[src/hw/rplt_pkg.sv]
// Constants for register preload, observability and power-up reset logic
package rplt_pkg;

    // ****************************************
    // Sizes
    // ****************************************
    localparam int NCELL = 24;
    localparam int NGRP = 12;
    localparam int AW = 8;

    // ****************************************
    // Register byte addresses
    // ****************************************
    localparam logic [7:0] CTRL_ADDR = 8'h00;
    localparam logic [7:0] LOAD_DATA_ADDR = 8'h04;
    localparam logic [7:0] STROBE_ADDR = 8'h08;
    localparam logic [7:0] FUSE_ADDR = 8'h0C;
    localparam logic [7:0] STATUS_ADDR = 8'h10;
    localparam logic [7:0] FIRST_RD_ADDR = 8'h14;
    localparam logic [7:0] BURIED_RD_ADDR = 8'h18;
    localparam logic [7:0] POLARITY_ADDR = 8'h1C;

    // ****************************************
    // Field positions
    // ****************************************
    localparam int CTRL_PRELOAD_BIT = 0;
    localparam int CTRL_OBSERVE_BIT = 1;
    localparam int CTRL_PAIR_SEL_BIT = 2;
    localparam int CTRL_PARITY_SEL_BIT = 3;
    localparam int STROBE_BIT = 0;
    localparam int FUSE_BIT = 0;
    localparam int ST_FUSE_BIT = 0;
    localparam int ST_PRELOAD_BIT = 1;
    localparam int ST_OBSERVE_BIT = 2;
    localparam int ST_PR_BUSY_BIT = 3;

    // ****************************************
    // Reset values and responses
    // ****************************************
    localparam logic [3:0] CTRL_RESET = 4'h0;
    localparam logic [11:0] LOAD_DATA_RESET = 12'h000;
    localparam logic [23:0] POLARITY_RESET = 24'h000000;
    // Value a fused verify read returns: every location programmed
    localparam logic [23:0] PROGRAMMED_VALUE = 24'h000000;
    localparam logic [1:0] RESP_OKAY = 2'h0;
    localparam logic [1:0] RESP_SLVERR = 2'h2;

    // ****************************************
    // Timing
    // ****************************************
    localparam int CLK_PERIOD_NS = 10;
    localparam int PR_INTERVAL_NS = 600;
    localparam int PR_CYCLES = (PR_INTERVAL_NS + CLK_PERIOD_NS - 1) / CLK_PERIOD_NS;
    localparam int PRW = 7;
    localparam logic [PRW-1:0] PR_LAST = PRW'(PR_CYCLES - 1);

endpackage

[src/hw/rplt_bank_if.sv]
// Control and state signals between the top and one flop bank
`timescale 1ns/100ps
interface rplt_bank_if;
    logic clear;
    logic [23:0] load_mask;
    logic [23:0] load_data;
    logic [23:0] d;
    logic [23:0] cap;
    logic [23:0] q;
    modport ctl (output clear, output load_mask, output load_data, output d, output cap, input q);
    modport bank (input clear, input load_mask, input load_data, input d, input cap, output q);
endinterface

[src/hw/rplt_flop_bank.sv]
// One bank of macrocell flops with clear, force-load and normal capture
`timescale 1ns/100ps
module rplt_flop_bank #(
    parameter int W = 24
) (
    // Clock, reset, enable
    input wire logic aclk,
    input wire logic aresetn,
    input wire logic ce,
    // Bank control
    rplt_bank_if.bank bus
);

    logic [W-1:0] q_reg;

    genvar i;
    generate
        for (i = 0; i < W; i++)
        begin : g_flop
            always_ff @(posedge aclk)
            begin
                if (!aresetn)
                begin
                    q_reg[i] <= 1'b0;
                end
                else if (ce)
                begin
                    if (bus.clear)
                    begin
                        q_reg[i] <= 1'b0;
                    end
                    else if (bus.load_mask[i])
                    begin
                        q_reg[i] <= bus.load_data[i];
                    end
                    else if (bus.cap[i])
                    begin
                        q_reg[i] <= bus.d[i];
                    end
                end
            end
        end
    endgenerate

    assign bus.q = q_reg;

endmodule // rplt_flop_bank

[src/hw/rplt_top.sv]
// Register preload, buried-flop observability, power-up reset and security fuse
//
// Summary of operation
// - Force-load sets even or odd flops to load data register bits
// - Load strobe captures twelve flops at once
// - Pair and parity selects choose flop group
// - Observe mode shows buried flops on outputs
// - Supply crossing trip clears every flop
// - Pins show cleared value through polarity
// - Fused polarity register reads return all programmed
// - Fuse blocks preload and observe modes
//
// The implementer's own choices: the placing of the registers and the AXI4-Lite slave port.
`timescale 1ns/100ps
module rplt_top (
    // Clock, reset, enable
    input wire logic aclk,
    input wire logic aresetn,
    input wire logic ce,
    // AXI4-Lite write address
    input wire logic [7:0] s_axi_awaddr,
    input wire logic s_axi_awvalid,
    output logic s_axi_awready,
    // AXI4-Lite write data
    input wire logic [31:0] s_axi_wdata,
    input wire logic [3:0] s_axi_wstrb,
    input wire logic s_axi_wvalid,
    output logic s_axi_wready,
    // AXI4-Lite write response
    output logic [1:0] s_axi_bresp,
    output logic s_axi_bvalid,
    input wire logic s_axi_bready,
    // AXI4-Lite read
    input wire logic [7:0] s_axi_araddr,
    input wire logic s_axi_arvalid,
    output logic s_axi_arready,
    output logic [31:0] s_axi_rdata,
    output logic [1:0] s_axi_rresp,
    output logic s_axi_rvalid,
    input wire logic s_axi_rready,
    // Supply monitor
    input wire logic supply_above_trip,
    // Logic array terms
    input wire logic [23:0] array_d_first,
    input wire logic [23:0] array_d_buried,
    input wire logic [23:0] array_cap_first,
    input wire logic [23:0] array_cap_buried,
    input wire logic [23:0] array_oe,
    // Output pins
    output logic [23:0] pin_out,
    output logic [23:0] pin_oe_n
);

    // ****************************************
    // Registers
    // ****************************************
    logic awready_reg, wready_reg, bvalid_reg, arready_reg, rvalid_reg;
    logic aw_full_reg, w_full_reg;
    logic [1:0] bresp_reg, rresp_reg;
    logic [31:0] rdata_reg, wdata_reg;
    logic [3:0] wstrb_reg;
    logic [7:0] awaddr_reg;
    logic [3:0] ctrl_reg;
    logic [11:0] load_data_reg;
    logic [23:0] polarity_reg;
    logic fuse_reg, strobe_reg;
    logic supply_q_reg, pr_busy_reg, pr_clear_reg;
    logic [rplt_pkg::PRW-1:0] pr_cnt_reg;
    logic [23:0] pin_out_reg, pin_oe_n_reg;

    logic [31:0] wmask;
    logic do_write;
    logic preload_active, observe_active;
    logic [23:0] grp_mask, grp_data;

    rplt_bank_if first_if ();
    rplt_bank_if buried_if ();

    assign wmask = {{8{wstrb_reg[3]}}, {8{wstrb_reg[2]}}, {8{wstrb_reg[1]}}, {8{wstrb_reg[0]}}};
    assign do_write = aw_full_reg && w_full_reg && !bvalid_reg;
    assign preload_active = ctrl_reg[rplt_pkg::CTRL_PRELOAD_BIT] && !fuse_reg;
    assign observe_active = ctrl_reg[rplt_pkg::CTRL_OBSERVE_BIT] && !fuse_reg;

    // ****************************************
    // Write channel
    // ****************************************
    always_ff @(posedge aclk)
    begin
        if (!aresetn)
        begin
            awready_reg <= 1'b1;
            wready_reg <= 1'b1;
            aw_full_reg <= 1'b0;
            w_full_reg <= 1'b0;
            bvalid_reg <= 1'b0;
            bresp_reg <= rplt_pkg::RESP_OKAY;
            awaddr_reg <= 8'h00;
            wdata_reg <= 32'h00000000;
            wstrb_reg <= 4'h0;
        end
        else if (ce)
        begin
            if (s_axi_awvalid && awready_reg)
            begin
                awaddr_reg <= s_axi_awaddr;
                aw_full_reg <= 1'b1;
                awready_reg <= 1'b0;
            end
            if (s_axi_wvalid && wready_reg)
            begin
                wdata_reg <= s_axi_wdata;
                wstrb_reg <= s_axi_wstrb;
                w_full_reg <= 1'b1;
                wready_reg <= 1'b0;
            end
            if (do_write)
            begin
                aw_full_reg <= 1'b0;
                w_full_reg <= 1'b0;
                bvalid_reg <= 1'b1;
                if (awaddr_reg == rplt_pkg::CTRL_ADDR || awaddr_reg == rplt_pkg::LOAD_DATA_ADDR
                    || awaddr_reg == rplt_pkg::STROBE_ADDR || awaddr_reg == rplt_pkg::FUSE_ADDR
                    || awaddr_reg == rplt_pkg::POLARITY_ADDR)
                begin
                    bresp_reg <= rplt_pkg::RESP_OKAY;
                end
                else
                begin
                    bresp_reg <= rplt_pkg::RESP_SLVERR;
                end
            end
            else if (bvalid_reg && s_axi_bready)
            begin
                bvalid_reg <= 1'b0;
                awready_reg <= 1'b1;
                wready_reg <= 1'b1;
            end
        end
    end

    // ****************************************
    // Control registers
    // ****************************************
    always_ff @(posedge aclk)
    begin
        if (!aresetn)
        begin
            ctrl_reg <= rplt_pkg::CTRL_RESET;
            load_data_reg <= rplt_pkg::LOAD_DATA_RESET;
            polarity_reg <= rplt_pkg::POLARITY_RESET;
            fuse_reg <= 1'b0;
            strobe_reg <= 1'b0;
        end
        else if (ce)
        begin
            strobe_reg <= 1'b0;
            if (do_write)
            begin
                if (awaddr_reg == rplt_pkg::CTRL_ADDR)
                begin
                    ctrl_reg <= (ctrl_reg & ~wmask[3:0]) | (wdata_reg[3:0] & wmask[3:0]);
                end
                else if (awaddr_reg == rplt_pkg::LOAD_DATA_ADDR)
                begin
                    load_data_reg <= (load_data_reg & ~wmask[11:0]) | (wdata_reg[11:0] & wmask[11:0]);
                end
                else if (awaddr_reg == rplt_pkg::STROBE_ADDR)
                begin
                    strobe_reg <= wdata_reg[rplt_pkg::STROBE_BIT] && wmask[rplt_pkg::STROBE_BIT];
                end
                else if (awaddr_reg == rplt_pkg::FUSE_ADDR)
                begin
                    if (wdata_reg[rplt_pkg::FUSE_BIT] && wmask[rplt_pkg::FUSE_BIT])
                    begin
                        fuse_reg <= 1'b1;
                    end
                end
                else if (awaddr_reg == rplt_pkg::POLARITY_ADDR)
                begin
                    polarity_reg <= (polarity_reg & ~wmask[23:0]) | (wdata_reg[23:0] & wmask[23:0]);
                end
            end
        end
    end

    // ****************************************
    // Read channel
    // ****************************************
    always_ff @(posedge aclk)
    begin
        if (!aresetn)
        begin
            arready_reg <= 1'b1;
            rvalid_reg <= 1'b0;
            rdata_reg <= 32'h00000000;
            rresp_reg <= rplt_pkg::RESP_OKAY;
        end
        else if (ce)
        begin
            if (s_axi_arvalid && arready_reg)
            begin
                arready_reg <= 1'b0;
                rvalid_reg <= 1'b1;
                rresp_reg <= rplt_pkg::RESP_OKAY;
                rdata_reg <= 32'h00000000;
                if (s_axi_araddr == rplt_pkg::CTRL_ADDR)
                begin
                    rdata_reg[3:0] <= ctrl_reg;
                end
                else if (s_axi_araddr == rplt_pkg::LOAD_DATA_ADDR)
                begin
                    rdata_reg[11:0] <= load_data_reg;
                end
                else if (s_axi_araddr == rplt_pkg::STROBE_ADDR)
                begin
                    rdata_reg <= 32'h00000000;
                end
                else if (s_axi_araddr == rplt_pkg::FUSE_ADDR)
                begin
                    rdata_reg[rplt_pkg::FUSE_BIT] <= fuse_reg;
                end
                else if (s_axi_araddr == rplt_pkg::STATUS_ADDR)
                begin
                    rdata_reg[rplt_pkg::ST_FUSE_BIT] <= fuse_reg;
                    rdata_reg[rplt_pkg::ST_PRELOAD_BIT] <= preload_active;
                    rdata_reg[rplt_pkg::ST_OBSERVE_BIT] <= observe_active;
                    rdata_reg[rplt_pkg::ST_PR_BUSY_BIT] <= pr_busy_reg;
                end
                else if (s_axi_araddr == rplt_pkg::FIRST_RD_ADDR)
                begin
                    rdata_reg[23:0] <= first_if.q;
                end
                else if (s_axi_araddr == rplt_pkg::BURIED_RD_ADDR)
                begin
                    rdata_reg[23:0] <= buried_if.q;
                end
                else if (s_axi_araddr == rplt_pkg::POLARITY_ADDR)
                begin
                    rdata_reg[23:0] <= fuse_reg ? rplt_pkg::PROGRAMMED_VALUE : polarity_reg;
                end
                else
                begin
                    rresp_reg <= rplt_pkg::RESP_SLVERR;
                end
            end
            else if (rvalid_reg && s_axi_rready)
            begin
                rvalid_reg <= 1'b0;
                arready_reg <= 1'b1;
            end
        end
    end

    // ****************************************
    // Power-up reset
    // ****************************************
    always_ff @(posedge aclk)
    begin
        if (!aresetn)
        begin
            supply_q_reg <= 1'b0;
            pr_busy_reg <= 1'b0;
            pr_clear_reg <= 1'b0;
            pr_cnt_reg <= '0;
        end
        else if (ce)
        begin
            supply_q_reg <= supply_above_trip;
            pr_clear_reg <= 1'b0;
            if (supply_above_trip && !supply_q_reg)
            begin
                pr_busy_reg <= 1'b1;
                pr_cnt_reg <= '0;
            end
            else if (pr_busy_reg)
            begin
                if (pr_cnt_reg == rplt_pkg::PR_LAST)
                begin
                    pr_busy_reg <= 1'b0;
                    pr_clear_reg <= 1'b1;
                end
                else
                begin
                    pr_cnt_reg <= pr_cnt_reg + 1'b1;
                end
            end
        end
    end

    // ****************************************
    // Force-load group select
    // ****************************************
    // parity picks even or odd cells
    always_comb
    begin
        grp_mask = 24'h000000;
        grp_data = 24'h000000;
        for (int k = 0; k < rplt_pkg::NGRP; k++)
        begin
            grp_mask[2 * k + int'(ctrl_reg[rplt_pkg::CTRL_PARITY_SEL_BIT])] = 1'b1;
            grp_data[2 * k + int'(ctrl_reg[rplt_pkg::CTRL_PARITY_SEL_BIT])] = load_data_reg[k];
        end
    end

    assign first_if.load_mask = (strobe_reg && preload_active && !ctrl_reg[rplt_pkg::CTRL_PAIR_SEL_BIT])
        ? grp_mask : 24'h000000;
    assign buried_if.load_mask = (strobe_reg && preload_active && ctrl_reg[rplt_pkg::CTRL_PAIR_SEL_BIT])
        ? grp_mask : 24'h000000;
    assign first_if.load_data = grp_data;
    assign buried_if.load_data = grp_data;
    assign first_if.clear = pr_clear_reg;
    assign buried_if.clear = pr_clear_reg;
    assign first_if.d = array_d_first;
    assign buried_if.d = array_d_buried;
    assign first_if.cap = array_cap_first;
    assign buried_if.cap = array_cap_buried;

    rplt_flop_bank #(.W(rplt_pkg::NCELL)) u_first (
        .aclk(aclk),
        .aresetn(aresetn),
        .ce(ce),
        .bus(first_if.bank)
    );

    rplt_flop_bank #(.W(rplt_pkg::NCELL)) u_buried (
        .aclk(aclk),
        .aresetn(aresetn),
        .ce(ce),
        .bus(buried_if.bank)
    );

    // ****************************************
    // Output pins
    // ****************************************
    always_ff @(posedge aclk)
    begin
        if (!aresetn)
        begin
            pin_out_reg <= 24'h000000;
            pin_oe_n_reg <= 24'hFFFFFF;
        end
        else if (ce)
        begin
            pin_out_reg <= (observe_active ? buried_if.q : first_if.q) ^ polarity_reg;
            pin_oe_n_reg <= ~array_oe;
        end
    end

    assign s_axi_awready = awready_reg;
    assign s_axi_wready = wready_reg;
    assign s_axi_bvalid = bvalid_reg;
    assign s_axi_bresp = bresp_reg;
    assign s_axi_arready = arready_reg;
    assign s_axi_rvalid = rvalid_reg;
    assign s_axi_rdata = rdata_reg;
    assign s_axi_rresp = rresp_reg;
    assign pin_out = pin_out_reg;
    assign pin_oe_n = pin_oe_n_reg;

endmodule // rplt_top

[config.mk]
export PLATFORM = sky130hd
export DESIGN_NAME = rplt_top
export DESIGN_NICKNAME = d
export VERILOG_FILES = /design/src/hw/rplt_pkg.sv /design/src/hw/rplt_bank_if.sv /design/src/hw/rplt_flop_bank.sv /design/src/hw/rplt_top.sv
export SDC_FILE = /design/constraint.sdc
export NUM_CORES = 1
export LEC_CHECK = 0
export ABC_AREA = 1
export BUFFER_PORTS_ARGS = -buffer_cell sky130_fd_sc_hd__buf_2
export CAP_MARGIN = 15
export CORE_ASPECT_RATIO = 0.75
export CORE_MARGIN = 5
export CORE_UTILIZATION = 45
export CTS_CLUSTER_DIAMETER = 200
export CTS_CLUSTER_SIZE = 14
export DETAILED_ROUTE_END_ITERATION = 8
export HOLD_SLACK_MARGIN = 0.03
export PLACE_DENSITY_LB_ADDON = 0.1
export RECOVER_POWER = 25
export SYNTH_ARGS = -nofsm -noshare
export SYNTH_HDL_FRONTEND = slang
export SYNTH_SLANG_ARGS = --single-unit
[constraint.sdc]
create_clock -name aclk -period 1.6 [get_ports aclk]
set_input_delay 0.08 -clock aclk [delete_from_list [all_inputs] [get_ports aclk]]
set_output_delay 0.08 -clock aclk [all_outputs]
set_load 0.005 [all_outputs]
==> metrics <==
Reg clk slew, reported paths around 0.070 ns; Post-synth EDFFs 0; Required @ worst endpoint ~2 ns; clock sink total 216; initial antenna violation count 0; leakage power between 6 and 7 nW; sequential element share of the synthesized area 0.415; htree depth 1; GP Congestion 0.911; Max Used Layer met4; post-synth top area cell dfxtp_1; Clock Tree Root clkbuf_16; top-area cell type share of the netlist area 0.415; final hold violation count 0; DRT met1 WL between 15,000 and 20,000 um; antenna-violating nets left 0; number of buffers created by CTS 19; Die Width 186 um; Crit Path Category reg -> reg; antenna diode count 0; GRT overflow 0; DRT iter0 DRCs between 900 and 1,000; Hold Slack 0.0327 ns; Syn Inst Count about 1,500; share of cells above drive strength 1 0.196; Avg WL per Cell 17.8 um; Final setup viols 0; Worst Path Arrival 1.93 ns; Yosys cell types 44; CTS tree done; max-slew violations 0; Worst setup EP type register; hold endpoint u_first.bus.q[18]; gr usage total 0.276; synthesized area per cell 7.16 um^2; prevailing post-synth register cell dfxtp_1; ranking of synthesized cells by area dfxtp_1, a21oi_1, o21ai_0, inv_1, nand2_1; unrepaired setup endpoints after global routing yes; crit-path max FO 11; minimum clock period roughly 1.5 ns; Initial Utilization 0.456; most common cell after layout, fill and taps aside a21oi_1; fin crit share 0.955; cell row count 48; FF-to-FF path depth 8; DP HPWL roughly 26,000 um; I/O Pins between 200 and 300; Crit-path slowest cell dfxtp_2; Peak Freq 655 MHz; hold_sp array_cap_first[18]; Finished Cell Area between 10,000 and 15,000 um^2; FF-to-FF End u_first.bus.q[13]; Max Root-Sink Buffers 3; synth warn 0; PD cells a little over 800 nW/um^2; FF-to-FF Start fuse_reg; Detail Route met3 WL approximately 3500 um; Slew HR 0.569; worst vdd ir ~740 uV; vias in the first global route between 10,000 and 15,000; DRC violations left 0; die area 26,300 um^2; setup TNS 0 ns; Slew @ Worst Pin between 0.6 and 0.7 ns; Core ar. between 20,000 and 25,000 um^2; largest net degree at the start of global routing 129; vias post-DR 11,200; first-pass GRT wire length slightly below 60,000 um; DP Area around 12,000 um^2; Synth Register Bits between 200 and 250; clk_lat worst skew roughly 0.5 ns; Vias/cell 5.22; slowest stage delay, CP approximately 0.35 ns; max-cap viol count 0; Layout area overhead 36.3%; length of the first detailed-routing pass in iterations 5; DRT Wirelength approximately 38,000 um; PortBufs 250; fin nets 2,032; commonest cells after routing, fill and taps aside a21oi_1, buf_2, dfxtp_1, o21ai_0, inv_1; die height ~140 um; worst min path class in -> reg; Cell Area, Synth 10,400 um^2; Fin Clk Skew around 0.011 ns; FFs w/ async S/R, synth 0; CP startpoint kind register; CP cell instances inv_8, nand3_4, nor2_4, nand2_4, buf_4, o21ai_0, a21oi_1, o21a_1; hold path depth 6; wire length on met2 between 15,000 and 20,000 um; status finished, final reports clean; worst reg-to-reg setup slack between 0.07 and 0.08 ns
## through the flow
step                      std cells  power, mW  setup WS, ns  utilization
after CTS                      2142       11.6       -0.0107        0.616
final                          2150       11.6        0.0727        0.621
after global placement         1972       7.20        0.0604        0.529
after detailed placement       1972       7.22       0.00333        0.529
after floorplan                1466       6.61         0.244            -
after global routing           2150       12.1       -0.0794        0.621
## final cells by class
class                   instances  area, um^2
clock buffers                  19         475
clock inverters                 2        17.5
fillers                      2113        8670
inverters                     182         696
multi-input cells             976        5040
flip-flops and latches        216        4330
well taps                     300         375
repair buffers                455        3280
## cell usage after synthesis (2+ instances only)
| cell type | n |
|---|---|
| o211ai_2 | 2 |
| o31ai_1 | 5 |
| inv_1 | 175 |
| nor2_1 | 136 |
| nand2_1 | 144 |
| o21ai_0 | 215 |
| buf_1 | 9 |
| buf_2 | 16 |
| nor2_4 | 7 |
| xor2_1 | 26 |
| nor3_1 | 3 |
| o211ai_1 | 12 |
| a21oi_1 | 272 |
| o221ai_1 | 3 |
| o21ai_1 | 20 |
| buf_4 | 12 |
| or2_2 | 2 |
| buf_6 | 11 |
| inv_2 | 5 |
| nand4_1 | 7 |
| nand2_2 | 9 |
| mux2i_1 | 13 |
| nand3_1 | 59 |
| clkbuf_1 | 45 |
| a21oi_2 | 2 |
| dfxtp_1 | 216 |
| nor2_8 | 2 |
| a31oi_1 | 3 |
| nand2_4 | 6 |
| nor2_2 | 6 |
## where the power goes
group / switching [mW] / total, mW / internal (mW) / leakage [nW]
Sequential: 0.178 / 5.80 / 5.62 / 1.77
Combinational: 0.858 / 1.64 / 0.785 / 4.36
Clock: 2.03 / 4.16 / 2.13 / 0.243
## cells by family (layout without fill, tap and decap cells)
family,after synthesis,count (layout),share of synthesized area
AOI/OAI and AO/OA,536,536,0.265
xor gates and xnor gates,26,26,0.0218
adders and majority gates,1,1,0.00120
buffers and inverters,276,658,0.114
DFF,216,216,0.415
muxes,13,13,0.0125
other,1,10,0.000360
and+or+nand+nor,388,390,0.170
## how the worst max path moves through the flow
| stage | from | endpoint | slack [ns] | cells past startpoint |
|---|---|---|---|---|
| after floorplan | fuse_reg | u_buried.bus.q[6] | 0.24 | 8 |
| after global placement | awaddr_reg[0] | register | 0.06 | 8 |
| after detailed placement | awaddr_reg[0] | register | 0.003 | 8 |
| after CTS | awaddr_reg[0] | register | -0.01 | 8 |
| after global routing | awaddr_reg[0] | register | -0.08 | 6 |
| final | fuse_reg | u_first.bus.q[13] | 0.07 | 8 |
## routing by layer
metal,track usage,vias up
met4,0.0575,0
met1,0.422,5090
li1,-,5579
met2,0.403,504
met5,0,-
met3,0.0556,58
## critical path, delay by kind of cell (launching register included)
| family | cells | cell delay (ns) |
|---|---|---|
| AO/OA/AOI/OAI | 3 | 0.36 |
| buffers and inverters | 2 | 0.27 |
| flip-flops | 1 | 0.35 |
| AND/OR/NAND/NOR | 3 | 0.43 |
## what timing repair did
item	in CTS	in global routing
buffers inserted	0	6
cloned	0	2
endpoints found under the setup margin	4	53
endpoints found under the hold margin	107	0
gates resized for setup	0	28
hold buffers	149	0
pin swaps	0	6
Power figures use the tool's default switching activity.
